## src/shared/adcc_regs.svh

```systemverilog
// register offsets, field positions, reset values and timing constants of the converter control
`ifndef ADCC_REGS_SVH
`define ADCC_REGS_SVH

// register indices: the byte address is the index times four
`define ADCC_IDX_INTCTL 8'h0B
`define ADCC_IDX_PFLAG 8'h0C
`define ADCC_IDX_PADIR 8'h85
`define ADCC_IDX_PEN 8'h8C
`define ADCC_IDX_CTL0 8'h10
`define ADCC_IDX_CTL1 8'h11
`define ADCC_IDX_RESH 8'h12
`define ADCC_IDX_RESL 8'h13
`define ADCC_IDX_APSEL 8'h14
`define ADCC_IDX_ISTAT 8'hA0
`define ADCC_IDX_IMASK 8'hA1

// field positions
`define ADCC_CTL0_FMT 7
`define ADCC_CTL0_REF 6
`define ADCC_CTL0_CHS_HI 4
`define ADCC_CTL0_CHS_LO 2
`define ADCC_CTL0_GO 1
`define ADCC_CTL0_ON 0
`define ADCC_CTL1_CS_HI 6
`define ADCC_CTL1_CS_LO 4
`define ADCC_PFLAG_DONE 6
`define ADCC_INT_GLOBAL 7
`define ADCC_INT_PERIPH 6

// reset values
`define ADCC_RST_PADIR 8'h3F
`define ADCC_RST_ZERO 8'h00

// conversion timing in conversion clock periods
`define ADCC_CONV_TADS 4'd11
`define ADCC_ABORT_TADS 4'd2
`define ADCC_RES_BITS 10
// rc clock: nominal 4 us period at 100 MHz
`define ADCC_RC_PERIOD_NS 4000
`define ADCC_CLK_PERIOD_NS 10
`endif

```

## src/shared/adcc_pkg.sv

```systemverilog
// types shared by the converter control block
package adcc_pkg;
    typedef enum logic [1:0] {
        ADCC_IDLE,
        ADCC_CONV,
        ADCC_ABORT_WAIT
    } adcc_state_t;

    typedef struct packed {
        logic [2:0] channel;
        logic ref_ext;
        logic sample;
        logic enable;
    } adcc_analog_t;

    typedef struct packed {
        logic [1:0] htrans;
        logic hwrite;
        logic [2:0] hsize;
        logic [9:0] haddr;
    } adcc_ahb_addr_t;
endpackage

```

## src/hdl/adcc_tad_gen.sv

```systemverilog
// conversion clock enable generator: oscillator divider or rc rate
`timescale 1ns/1ps
`include "adcc_regs.svh"
module adcc_tad_gen
    import adcc_pkg::*;
#(
    parameter int RC_DIV = `ADCC_RC_PERIOD_NS / `ADCC_CLK_PERIOD_NS
) (
    // clock and reset
    input wire logic clk_i,
    input wire logic reset_n_i,
    // control
    input wire logic run_i,
    input wire logic [2:0] sel_i,
    // one-cycle enable per conversion clock period
    output logic tad_o
);
    logic [11:0] cnt_r;
    logic [11:0] limit;
    // 000:2 100:4 001:8 101:16 010:32 110:64 x11:rc
    assign limit = (sel_i[1:0] == 2'b11) ? 12'(RC_DIV - 1) :
                   12'((12'h002 << {sel_i[1:0], sel_i[2]}) - 12'h001);
    assign tad_o = run_i && (cnt_r >= limit);

    always_ff @(posedge clk_i or negedge reset_n_i) begin
        if (!reset_n_i) begin
            cnt_r <= 12'h000;
        end else if (!run_i || tad_o) begin
            cnt_r <= 12'h000;
        end else begin
            cnt_r <= cnt_r + 12'h001;
        end
    end

    a_tad_period_min: assert property (@(posedge clk_i) disable iff (!reset_n_i)
        tad_o |=> !tad_o)
        else $error("conversion clock enable repeated too soon");
endmodule

```

## src/hdl/adcc_top.sv

```systemverilog
// converter control block with ahb-lite register slave
// Summary of operation
// - successive approximation yields a 10-bit result stored in the result pair
// - channel select bits 4:2 of control 0 pick one of eight inputs
// - control 0 bit 6 picks external reference when set, supply when clear
// - one conversion lasts eleven conversion clock periods
// - control 1 bits 6:4 pick divide 2..64 or the rc clock
// - writing one to the go bit starts; it reads one while converting
// - on completion clear go, set done flag bit 6, interrupt if enabled
// - clearing go mid-conversion aborts; result keeps the previous value
// - after abort wait two periods, then acquire the selected channel
// - analog select bits kill input buffers; direction bits tristate drivers
// - control 0 bit 7 picks right justification when set, left when clear
// - control 0 bit 0 powers the converter; clear shuts it off
//
// The implementer's own choice: the AHB-Lite interface to the registers.
`timescale 1ns/1ps
`include "adcc_regs.svh"
module adcc_top
    import adcc_pkg::*;
#(
    parameter int RES_BITS = `ADCC_RES_BITS
) (
    // clock and reset
    input wire logic clk_i,
    input wire logic reset_n_i,
    // ahb-lite slave
    input wire logic hsel_i,
    input wire logic [9:0] haddr_i,
    input wire logic [1:0] htrans_i,
    input wire logic hwrite_i,
    input wire logic [2:0] hsize_i,
    input wire logic [31:0] hwdata_i,
    input wire logic hready_i,
    output logic [31:0] hrdata_o,
    output logic hreadyout_o,
    output logic hresp_o,
    // analog front end
    output adcc_analog_t analog_o,
    input wire logic comp_i,
    // port pins
    output logic [7:0] pin_buf_disable_o,
    output logic [7:0] pin_drv_hiz_o,
    // interrupt
    output logic irq_o,
    output logic adc_irq_o
);
    logic [7:0] ctl0_r, ctl1_r, apsel_r, padir_r, intctl_r, pen_r, pflag_r;
    logic [7:0] istat_r, imask_r;
    logic [RES_BITS-1:0] result_r, sar_r, trial;
    logic [3:0] tad_cnt_r;
    logic [3:0] bit_idx_r;
    logic comp_s1_r, comp_s2_r, comp_s3_r;
    adcc_state_t state_r, state_nxt;
    logic tad;
    logic restart_r;
    logic done_ev, abort_ev, start_ev;

    // ahb address phase capture
    logic wr_pend_r, rd_pend_r;
    logic [7:0] idx_r;
    logic accept;
    logic [7:0] wdata;
    assign accept = hsel_i && hready_i && htrans_i[1];
    assign wdata = hwdata_i[7:0];
    assign hreadyout_o = 1'b1;
    assign hresp_o = 1'b0;

    always_ff @(posedge clk_i or negedge reset_n_i) begin
        if (!reset_n_i) begin
            wr_pend_r <= 1'b0;
            rd_pend_r <= 1'b0;
            idx_r <= 8'h00;
        end else begin
            wr_pend_r <= accept && hwrite_i;
            rd_pend_r <= accept && !hwrite_i;
            if (accept) begin
                idx_r <= haddr_i[9:2];
            end
        end
    end

    logic wr_ctl0, wr_ctl1, wr_apsel, wr_padir, wr_int, wr_pen, wr_pflag, wr_istat, wr_imask;
    assign wr_ctl0 = wr_pend_r && (idx_r == `ADCC_IDX_CTL0);
    assign wr_ctl1 = wr_pend_r && (idx_r == `ADCC_IDX_CTL1);
    assign wr_apsel = wr_pend_r && (idx_r == `ADCC_IDX_APSEL);
    assign wr_padir = wr_pend_r && (idx_r == `ADCC_IDX_PADIR);
    assign wr_int = wr_pend_r && (idx_r == `ADCC_IDX_INTCTL);
    assign wr_pen = wr_pend_r && (idx_r == `ADCC_IDX_PEN);
    assign wr_pflag = wr_pend_r && (idx_r == `ADCC_IDX_PFLAG);
    assign wr_istat = wr_pend_r && (idx_r == `ADCC_IDX_ISTAT);
    assign wr_imask = wr_pend_r && (idx_r == `ADCC_IDX_IMASK);

    // go written one while enabled and idle starts; written zero mid-conversion aborts
    logic conv_on;
    assign conv_on = ctl0_r[`ADCC_CTL0_ON];
    assign start_ev = wr_ctl0 && wdata[`ADCC_CTL0_GO] && conv_on && wdata[`ADCC_CTL0_ON]
                      && (state_r == ADCC_IDLE);
    assign abort_ev = (state_r == ADCC_CONV) &&
                      ((wr_ctl0 && !wdata[`ADCC_CTL0_GO]) || !conv_on);

    // conversion clock enable
    adcc_tad_gen u_tad (
        .clk_i(clk_i),
        .reset_n_i(reset_n_i),
        .run_i((state_r != ADCC_IDLE) && !restart_r),
        .sel_i(ctl1_r[`ADCC_CTL1_CS_HI:`ADCC_CTL1_CS_LO]),
        .tad_o(tad)
    );

    // comparator bit from the analog side, three-stage synchroniser;
    // the held value follows only once the second and third stage agree
    logic comp_r;
    always_ff @(posedge clk_i or negedge reset_n_i) begin
        if (!reset_n_i) begin
            comp_s1_r <= 1'b0;
            comp_s2_r <= 1'b0;
            comp_s3_r <= 1'b0;
            comp_r <= 1'b0;
        end else begin
            comp_s1_r <= comp_i;
            comp_s2_r <= comp_s1_r;
            comp_s3_r <= comp_s2_r;
            if (comp_s2_r == comp_s3_r) begin
                comp_r <= comp_s3_r;
            end
        end
    end
    logic comp_bit;
    assign comp_bit = comp_r;

    // state machine: one sample period, ten bit trials = eleven periods
    assign done_ev = (state_r == ADCC_CONV) && tad && (tad_cnt_r == `ADCC_CONV_TADS - 4'd1)
                     && !abort_ev;

    always_comb begin
        state_nxt = state_r;
        case (state_r)
            ADCC_IDLE: begin
                if (start_ev) begin
                    state_nxt = ADCC_CONV;
                end
            end
            ADCC_CONV: begin
                if (abort_ev) begin
                    state_nxt = ADCC_ABORT_WAIT;
                end else if (done_ev) begin
                    state_nxt = ADCC_IDLE;
                end
            end
            ADCC_ABORT_WAIT: begin
                if (tad && tad_cnt_r == `ADCC_ABORT_TADS - 4'd1) begin
                    state_nxt = ADCC_IDLE;
                end
            end
            default: state_nxt = ADCC_IDLE;
        endcase
    end

    // successive approximation trial word
    assign trial = sar_r | (RES_BITS'(1) << bit_idx_r);

    always_ff @(posedge clk_i or negedge reset_n_i) begin
        if (!reset_n_i) begin
            state_r <= ADCC_IDLE;
            restart_r <= 1'b0;
            tad_cnt_r <= 4'h0;
            bit_idx_r <= 4'h0;
            sar_r <= '0;
            result_r <= '0;
        end else begin
            state_r <= state_nxt;
            // divider restarts on each state change so every phase gets whole periods
            restart_r <= (state_r != state_nxt);
            if (state_r != state_nxt) begin
                tad_cnt_r <= 4'h0;
                bit_idx_r <= 4'(RES_BITS - 1);
                sar_r <= '0;
            end else if (tad) begin
                tad_cnt_r <= tad_cnt_r + 4'h1;
                if (state_r == ADCC_CONV && tad_cnt_r != 4'h0) begin
                    sar_r <= comp_bit ? trial : sar_r;
                    bit_idx_r <= bit_idx_r - 4'h1;
                end
            end
            if (done_ev) begin
                result_r <= comp_bit ? trial : sar_r;
            end
        end
    end

    // control registers
    always_ff @(posedge clk_i or negedge reset_n_i) begin
        if (!reset_n_i) begin
            ctl0_r <= `ADCC_RST_ZERO;
            ctl1_r <= `ADCC_RST_ZERO;
            apsel_r <= `ADCC_RST_ZERO;
            padir_r <= `ADCC_RST_PADIR;
            intctl_r <= `ADCC_RST_ZERO;
            pen_r <= `ADCC_RST_ZERO;
            imask_r <= `ADCC_RST_ZERO;
        end else begin
            if (wr_ctl0) begin
                // go stays set when rewritten as one mid-conversion
                ctl0_r <= {wdata[7:6], 1'b0, wdata[4:2],
                           start_ev || (ctl0_r[`ADCC_CTL0_GO] && wdata[`ADCC_CTL0_GO] && !done_ev),
                           wdata[0]};
            end else if (done_ev || abort_ev) begin
                ctl0_r[`ADCC_CTL0_GO] <= 1'b0;
            end
            if (wr_ctl1) begin
                ctl1_r <= {1'b0, wdata[6:4], 4'h0};
            end
            if (wr_apsel) begin
                apsel_r <= wdata;
            end
            if (wr_padir) begin
                padir_r <= {2'b00, wdata[5:0]};
            end
            if (wr_int) begin
                intctl_r <= wdata;
            end
            if (wr_pen) begin
                pen_r <= wdata;
            end
            if (wr_imask) begin
                imask_r <= wdata;
            end
        end
    end

    // done flag: hardware set wins over software write
    always_ff @(posedge clk_i or negedge reset_n_i) begin
        if (!reset_n_i) begin
            pflag_r <= `ADCC_RST_ZERO;
            istat_r <= `ADCC_RST_ZERO;
        end else begin
            if (wr_pflag) begin
                pflag_r <= wdata;
            end
            if (done_ev) begin
                pflag_r[`ADCC_PFLAG_DONE] <= 1'b1;
            end
            istat_r <= (istat_r & ~(wr_istat ? wdata : 8'h00)) |
                       {1'b0, done_ev, 6'h00};
        end
    end

    // interrupt gating
    assign adc_irq_o = pflag_r[`ADCC_PFLAG_DONE] && pen_r[`ADCC_PFLAG_DONE] &&
                       intctl_r[`ADCC_INT_PERIPH] && intctl_r[`ADCC_INT_GLOBAL];
    assign irq_o = |(istat_r & imask_r);

    // analog front end
    assign analog_o.channel = ctl0_r[`ADCC_CTL0_CHS_HI:`ADCC_CTL0_CHS_LO];
    assign analog_o.ref_ext = ctl0_r[`ADCC_CTL0_REF];
    assign analog_o.sample = conv_on && (state_r == ADCC_IDLE);
    assign analog_o.enable = conv_on;
    assign pin_buf_disable_o = apsel_r;
    assign pin_drv_hiz_o = padir_r;

    // result justification
    logic [7:0] res_hi, res_lo;
    assign res_hi = ctl0_r[`ADCC_CTL0_FMT] ? {6'h00, result_r[9:8]} : result_r[9:2];
    assign res_lo = ctl0_r[`ADCC_CTL0_FMT] ? result_r[7:0] : {result_r[1:0], 6'h00};

    logic [7:0] rd_mux;
    assign rd_mux = (idx_r == `ADCC_IDX_CTL0) ? ctl0_r :
                    (idx_r == `ADCC_IDX_CTL1) ? ctl1_r :
                    (idx_r == `ADCC_IDX_APSEL) ? apsel_r :
                    (idx_r == `ADCC_IDX_PADIR) ? padir_r :
                    (idx_r == `ADCC_IDX_INTCTL) ? intctl_r :
                    (idx_r == `ADCC_IDX_PEN) ? pen_r :
                    (idx_r == `ADCC_IDX_PFLAG) ? pflag_r :
                    (idx_r == `ADCC_IDX_RESH) ? res_hi :
                    (idx_r == `ADCC_IDX_RESL) ? res_lo :
                    (idx_r == `ADCC_IDX_ISTAT) ? istat_r :
                    (idx_r == `ADCC_IDX_IMASK) ? imask_r : 8'h00;
    assign hrdata_o = rd_pend_r ? {24'h000000, rd_mux} : 32'h00000000;

    // assertions
    int unsigned conv_len_r;
    always_ff @(posedge clk_i or negedge reset_n_i) begin
        if (!reset_n_i) begin
            conv_len_r <= 0;
        end else if (state_r == ADCC_CONV) begin
            conv_len_r <= conv_len_r + (tad ? 1 : 0);
        end else begin
            conv_len_r <= 0;
        end
    end

    a_conv_eleven: assert property (@(posedge clk_i) disable iff (!reset_n_i)
        done_ev |-> conv_len_r == 10)
        else $error("conversion did not last eleven periods");
    a_done_sets_flag: assert property (@(posedge clk_i) disable iff (!reset_n_i)
        done_ev |=> pflag_r[`ADCC_PFLAG_DONE] && !ctl0_r[`ADCC_CTL0_GO])
        else $error("completion did not set flag and clear go");
    a_abort_keeps_res: assert property (@(posedge clk_i) disable iff (!reset_n_i)
        abort_ev |=> $stable(result_r))
        else $error("abort changed the result");
    a_abort_wait: assert property (@(posedge clk_i) disable iff (!reset_n_i)
        abort_ev |=> !analog_o.sample [*2])
        else $error("acquisition restarted too soon after abort");
    a_go_reads_one: assert property (@(posedge clk_i) disable iff (!reset_n_i)
        start_ev |=> ctl0_r[`ADCC_CTL0_GO] && state_r == ADCC_CONV)
        else $error("go bit not set during conversion");
    a_irq_gating: assert property (@(posedge clk_i) disable iff (!reset_n_i)
        adc_irq_o |-> intctl_r[`ADCC_INT_GLOBAL] && pen_r[`ADCC_PFLAG_DONE])
        else $error("interrupt raised while disabled");
    a_off_no_conv: assert property (@(posedge clk_i) disable iff (!reset_n_i)
        !conv_on |=> state_r != ADCC_CONV)
        else $error("converter running while off");
    a_right_just: assert property (@(posedge clk_i) disable iff (!reset_n_i)
        ctl0_r[`ADCC_CTL0_FMT] |-> {res_hi, res_lo} == {6'h00, result_r})
        else $error("right justified result misplaced");
    a_left_just: assert property (@(posedge clk_i) disable iff (!reset_n_i)
        !ctl0_r[`ADCC_CTL0_FMT] |-> {res_hi, res_lo} == {result_r, 6'h00})
        else $error("left justified result misplaced");
    a_chan_route: assert property (@(posedge clk_i) disable iff (!reset_n_i)
        wr_ctl0 |=> analog_o.channel == $past(wdata[4:2]))
        else $error("channel select not routed");

    c_conv_done: cover property (@(posedge clk_i) done_ev);
    c_abort: cover property (@(posedge clk_i) abort_ev);
    c_irq: cover property (@(posedge clk_i) adc_irq_o && irq_o);
endmodule

```

## config.mk

```make
export PLATFORM = sky130hd
export DESIGN_NAME = adcc_top
export DESIGN_NICKNAME = d
export VERILOG_FILES = /design/src/shared/adcc_pkg.sv /design/src/hdl/adcc_tad_gen.sv /design/src/hdl/adcc_top.sv
export VERILOG_INCLUDE_DIRS = /design/src /design/src/shared
export SDC_FILE = /design/constraint.sdc
export NUM_CORES = 1
export LEC_CHECK = 0
export BUFFER_PORTS_ARGS = -buffer_cell sky130_fd_sc_hd__buf_2
export CORE_UTILIZATION = 60
export CTS_CLUSTER_SIZE = 25
export DETAILED_ROUTE_END_ITERATION = 16
export PLACE_DENSITY = 0.95
export SYNTH_ARGS = -nofsm -noshare
export SYNTH_HDL_FRONTEND = slang
export SYNTH_SLANG_ARGS = --single-unit
```

## constraint.sdc

```tcl
create_clock -name clk_i -period 6.44 [get_ports clk_i]
set_input_delay 1.288 -clock clk_i [delete_from_list [all_inputs] [get_ports clk_i]]
set_output_delay 1.288 -clock clk_i [all_outputs]
set_load 0.02 [all_outputs]
```

==> results.md, run 1 <==
* Pint at 1590 uW
* Main flop type after synthesis: dfrtp_1
* Final setup violation count at 0
* FMAX at 0.209 GHz
* LEAKAGE at 0.00337 uW
* Post-synth EDFFs at 0
* Final hold violation count at 0
* Cell with the most instances after synthesis: dfrtp_1
* Gr ovfl total at 0
* Largest net degree at the start of global routing at 65
* Post-synthesis sequential area ratio at 46.0%
* Dpl hpwl at 11700 um
* Initial antenna violation count at 0
* Cells after Synth at 647
* H-tree depth at 4
* Synth top area cells: dfrtp_1, mux2_2, buf_4, ha_1, nor2_1
* Post-Synth XOR/XNOR Area at about 2%
* Unrepaired setup endpoints after global routing: false
* Fillers at 738
* Largest area contributor in the netlist: dfrtp_1
* Comb power frac at 14.7%
* Num ports at 111
* Clock-pin slew on the worst setup and hold paths at 0.06 ns
* Starting Density at 62.8%
* Synth Area in Adders at approximately 3.8%
* Fin Clk Skew at 0.00735 ns
* Avg Inst Size Synth at 10.2 um2
* Worst-path fanout max at 17
* Root buffer cell: clkbuf_8
* Main combinational cell family by area after synthesis: simple AND/OR/NAND/NOR gates
* First-pass DRT Iterations at 5
* Mux cell area share after synthesis at 12.4%
* Routability Congestion at 1.01
* Sequential power share at between 30 and 40%
* Number of port buffers at 52
* Top-area cell type share of the netlist area at 43.6%
* Minimum clock period at 4.80 ns
* First-pass GRT wire length at about 28000 um
* Core box area at around 11000 um2
* Avg WL per Cell at around 20 um
* IR drop worst, VDD at ~0.3 mV
* Slew at the pin with the worst max-slew slack at 1.20 ns
* Yosys Warn Count at 0
* WP data arrival at 3.51 ns
* Simple-Gate Fraction of Synth Area at approximately 15%
* Nets at 764
* Clk buf depth at 2
* Final wirelength at 17000 um
* CTS sink count at roughly 120
* Fin Setup TNS at 0 ns
* Setup crit end kind: primary output
* Share of cells above drive strength 1 at 24.4%
* Vias in the first global route at 5307
* Detail Route Antenna Nets at 0
* Clock power share at 45.6%
* Crit path kind: reg -> out
* Die area at ~11000 um2
* Hold Crit Class: reg -> reg
* Post-Syn Area at 6600 um2
* Outcome: complete, no violations
* Num CTS Buffers at 17
* Fin crit share at 74.5%
* Die height at around 110 um
* Vias per cell at 6.32
* Clk_lat worst skew at 0.54 ns
* Synth Area in Compound Gates at 14.0%
* P&R area growth vs syn at 12.7%
* Total track usage at 32.0%
* Switching Share at a little under a third
* Final Max Slew Viols at 0
* Yosys reg bits at 121
* Die Wd at around 110 um
* Count of cell types in the netlist at 70
* CP required at 5.15 ns
* # diodes at 0
* CTS Hold Bufs at 0
* Core Rows at 37
* Asr flop ratio synth at 100%
* Switching pwr at 687 uW
* Initial DRC Count at approximately 430
* PwrDens at between 300 and 400 nW/um2
* Vias at 5312
* Remaining DRCs at 0
* Post-CTS Resized at 0
* Total power at 2280 uW
* Rel. slew slack at between 10% and 20%
* CTS tree: yes
* Top cells by count, synth: dfrtp_1, mux2_2, nor2_1
* Post-CTS Setup Bufs at 0
* Max_cap viols at 0
* Nature of the critical path startpoint: flip-flop
## worst max-delay path: stages (launching register included)
cell and delay [ns]:
dfrtp_1 0.58, nor4_1 0.85, and3_1 0.38, a211oi_1 0.08, a2bb2oi_1 0.17, or4_1 0.49, a21oi_1 0.22, buf_2 0.20
## final timing paths
kind / start / to / slack, ns / depth (start not counted)
worst max-delay path: idx_r[7] / hrdata_o[7] / 1.64 / 7
worst min-delay path: comp_s1_r / comp_s2_r / 0.36 / 0
worst max register to register: ctl1_r[4] / sar_r[6] / 3.33 / 9
worst min register to register: comp_s1_r / comp_s2_r / 0.36 / 0
max in group asynchronous: reset_n_i / bit_idx_r[0] / 4.37 / 2
min in group asynchronous: reset_n_i / intctl_r[5] / 0.80 / 1
## layer usage
metal | GRT usage [%] | wire (um)
met5 | 0 | 0
met4 | 13.5 | 486
met3 | 7.84 | 1090
met2 | 52.7 | 8460
met1 | 40.4 | 6990
## state kept, by name, indices dropped and copies added, names as in the netlist, 2 cells and up
signal	cells
bit_idx_r	4
ctl0_r	7
ctl1_r	3
idx_r	8
imask_r	8
intctl_r	8
istat_r	8
pen_r	8
pflag_r	8
pin_buf_disable_o	8
pin_drv_hiz_o	6
result_r	10
sar_r	10
state_r	2
tad_cnt_r	4
u_tad.cnt_r	12
## cell usage in the layout, fill, tap and decap left out, drive strengths merged, types with 3 or more instances in the layout
cell type,netlist,routed
a211oi,10,10
a21boi,10,10
a21oi,39,39
a22o,3,3
a22oi,9,9
a31oi,10,10
a41oi,4,4
and2,5,5
and3,7,7
and3b,3,3
buf,43,56
bufinv,0,4
clkbuf,16,18
clkinv,0,3
conb,2,31
dfrtp,115,115
dfstp,6,6
ha,19,19
inv,16,22
mux2,68,68
mux2i,5,5
nand2,43,43
nand2b,10,10
nand3,22,22
nand4,6,6
nor2,64,64
nor2b,5,5
nor3,12,12
nor3b,6,6
nor4,3,3
o211ai,8,8
o21ai,22,22
o22ai,5,5
or3,3,3
xnor2,4,4
xor2,11,11
## power groups by stage
stage,clock network [uW],registers (uW),logic (uW)
after global routing,1080,915,373
after detailed placement,0,915,328
after floorplan,0,883,263
after CTS,1040,903,333
final,1040,906,334
after global placement,0,908,312
## final cells by class
type                    count  area, um2  area share (%)
clock buffers              18        428            5.75
repair buffers             56        293            3.93
multi-input cells         480       3250            43.6
inverters                  16       60.1           0.807
clock inverters            14        211            2.84
flip-flops and latches    121       3040            40.8
well taps                 136        170            2.29
## cells by family (layout without fill, tap and decap cells)
logic type                 after synthesis  in the layout
DFF                                    121            121
xor gates and xnor gates                15             15
and+or+nand+nor                        201            201
adders and majority gates               20             20
AOI/OAI and AO/OA                      140            140
other                                    2             31
muxes                                   73             73
buffers and inverters                   75            104
## through the flow
step / cells / area [um2] / setup WS [ns] / hold slack, ns / util (%)
final: 841 / 7440 / 1.64 / 0.359 / 70.8
after global routing: 841 / 7440 / 1.41 / 0.373 / 70.8
after CTS: 841 / 7440 / 1.72 / 0.361 / 70.8
after detailed placement: 809 / 6800 / 2.32 / 0.347 / 64.7
after global placement: 809 / 6800 / 2.34 / 0.339 / 64.7
after floorplan: 676 / 6710 / 2.84 / 0.331 / -
No activity file was read; power rests on OpenSTA's default activity.
==> run 2, diff against run 1 <==
ABC_AREA = 1   (was unset)
CORE_UTILIZATION = 57   (was 60)
PLACE_DENSITY = 0.92   (was 0.95)
clock period = 5 ns   (was 6.44 ns; I/O delays follow)
==> results.md, run 2 <==
* Synth top area cells: dfrtp_1, nand2_1, o21ai_0, inv_1, nor2_1
* Nature of the critical path startpoint: flip-flop
* First-pass DRT Iterations at 7
* Core box area at 10900 um2
* Setup crit end kind: primary output
* Yosys reg bits at 121
* Crit path kind: reg -> out
* Top reg by flops: u_tad.cnt_r
* Yosys Warn Count at 0
* Final hold violation count at 0
* Outcome: complete, no violations
* Sequential power share at 42.0%
* Reg2reg setup slack at between 2 and 2.5 ns
* Fin crit share at 76.4%
* Core Rows at 38
* LEAKAGE at 0.00383 uW
* Max reg flops at 12
* Avg WL per Cell at ~15 um
* Total power at ~2500 uW
* Post-CTS Resized at 0
* Vias in the first global route at between 5000 and 6000
* Clk buf depth at 2
* Post-synthesis sequential area ratio at a little under half
* CTS Hold Bufs at 0
* Capturing point of the worst reg2reg path: result_r[4]
* Number of port buffers at 52
* Met1 usage at 32.5%
* WP data arrival at 2.82 ns
* Share of cells above drive strength 1 at 14.0%
* PwrDens at between 300 and 400 nW/um2
* Vias per cell at 5.51
* Switching Share at 25.1%
* Clock-pin slew on the worst setup and hold paths at 0.05 ns
* Post-synth EDFFs at 0
* Main flop type after synthesis: dfrtp_1
* Final Max Slew Viols at 0
* Clk_lat worst skew at 0.54 ns
* Nets at 921
* Num CTS Buffers at 17
* Hold Crit Class: reg -> reg
* Post-Syn Area at approximately 6400 um2
* Routability Congestion at 0.890
* Global-route track usage on met3 at 7.11%
* Unrepaired setup endpoints after global routing: false
* Remaining DRCs at 0
* Top-area cell type share of the netlist area at 44.9%
* Avg Inst Size Synth at about 8.0 um2
* Gr ovfl total at 0
* Rel. slew slack at 36.1%
* First-pass GRT wire length at 24900 um
* Reg2Reg Depth at 12
* Dpl hpwl at between 10000 and 15000 um
* Slew at the pin with the worst max-slew slack at ~0.96 ns
* Fillers at 838
* Vias at 5521
* Total track usage at 27.8%
* H-tree depth at 4
* Root buffer cell: clkbuf_8
* Clock power share at 49.7%
* Largest area contributor in the netlist: dfrtp_1
* Cells after Synth at 799
* Global route hottest layer: met2
* Hold EP: comp_s2_r
* Met2 usage at 47.6%
* Worst-path fanout max at 8
* P&R area growth vs syn at 12.6%
* # diodes at 0
* Die height at 108 um
* CTS tree: yes
* Most frequent cells in the layout: nand2_1, dfrtp_1, o21ai_0
* Count of cell types in the netlist at 42
* Initial antenna violation count at 0
* Largest net degree at the start of global routing at 78
* Commonest non-fill, non-tap cell in the layout: nand2_1
* Worst Hold Launch: comp_s1_r
* Starting Density at 58.9%
* Switching pwr at between 600 and 700 uW
* Initial DRC Count at about 450
* Final wirelength at approximately 15000 um
* Num ports at ~110
* Final Util at 66.3%
* Max_cap viols at 0
* Biggest regs: u_tad.cnt_r x12, result_r x10, sar_r x10
* Top cells by count, synth: nand2_1, dfrtp_1, o21ai_0
* Die area at 11700 um2
* Post-CTS Setup Bufs at 0
* IR drop worst, VDD at 0.286 mV
* Comb power frac at 8.3%
* Detail Route Antenna Nets at 0
* CTS sink count at between 100 and 150
* Cell with the most instances after synthesis: nand2_1
* Reg-to-Reg Start: ctl1_r[5]
* Cells on Worst Hold Path at 0
* FMAX at 0.262 GHz
* Asr flop ratio synth at 100%
* Die Wd at 108 um
* CP required at 4.00 ns
* Minimum clock period at 3.82 ns
* Pint at 1860 uW
* Final setup violation count at 0
* Fin Setup TNS at 0 ns
* Fin Clk Skew at about 0.0074 ns
-- run 2: cell count changes after synthesis, sizes merged, moves of 20 or more --
cell   change
inv       +66
nand3     +20
nand2    +165
o21ai     +78
mux2      -68
-- run 2: layout make-up --
| class | count | area, um2 | area share [%] |
|---|---|---|---|
| Clock buffer | 24 | 470 | 6.52 |
| Inverter | 85 | 320 | 4.44 |
| Tap cell | 140 | 175 | 2.43 |
| Clock inverter | 8 | 118 | 1.63 |
| Timing Repair Buffer | 54 | 278 | 3.85 |
| Sequential cell | 121 | 3040 | 42.0 |
| Multi-Input combinational cell | 570 | 2820 | 39.1 |
-- run 2: through the flow --
step / hold slack (ns) / instances / worst slack (ns) / cell area [um2]
finish: 0.345 / 1002 / 1.18 / 7220
global route: 0.353 / 1002 / 1.05 / 7220
CTS: 0.348 / 1002 / 1.24 / 7220
detailed placement: 0.336 / 970 / 1.89 / 6630
global placement: 0.332 / 970 / 2.00 / 6630
floorplan: 0.331 / 828 / 2.32 / 6520
-- run 2: cells by family after synthesis --
| family | count (synthesis) | synth area share, % |
|---|---|---|
| other cells | 2 | 0.117 |
| flops | 121 | 47.3 |
| simple gates | 363 | 24.6 |
| xor+xnor | 9 | 1.23 |
| compound gates | 147 | 12.5 |
| buf+inv | 137 | 10.3 |
| fa+ha+maj | 20 | 3.86 |
-- run 2: worst max-delay path: stages, from the launching register on --
cell	delay [ns]
dfrtp_1	0.45
inv_2	0.11
nand2_1	0.08
nor2_2	0.27
nand2_1	0.25
inv_2	0.17
o21ai_0	0.14
o21ai_0	0.17
nand4_1	0.13
nand2_1	0.12
nand2_1	0.06
nand2_1	0.09
a21oi_1	0.08
buf_2	0.17
-- run 2: worst max-delay path by stage --
stage,from,end,slack [ns],cells past startpoint
after global routing,idx_r[5],hrdata_o[0],1.05,13
final,idx_r[5],hrdata_o[0],1.18,13
after global placement,idx_r[5],hrdata_o[0],2.00,13
after floorplan,idx_r[3],hrdata_o[2],2.32,11
after detailed placement,idx_r[5],hrdata_o[0],1.89,13
after CTS,idx_r[5],hrdata_o[0],1.24,13
-- run 2: routing by layer --
layer  part of all wire [%]  vias up
met3                    7.7       52
met5                      0        -
met4                    3.5        0
met2                     50      263
li1                       -     2614
met1                     39     2592
-- run 2: power groups by stage --
stage                     registers (uW)  logic [uW]  clock network (uW)
after CTS                           1040         207                1230
after global routing                1040         233                1280
after global placement              1050         196                   0
after detailed placement            1060         202                   0
final                               1040         207                1230
after floorplan                     1050         160                   0
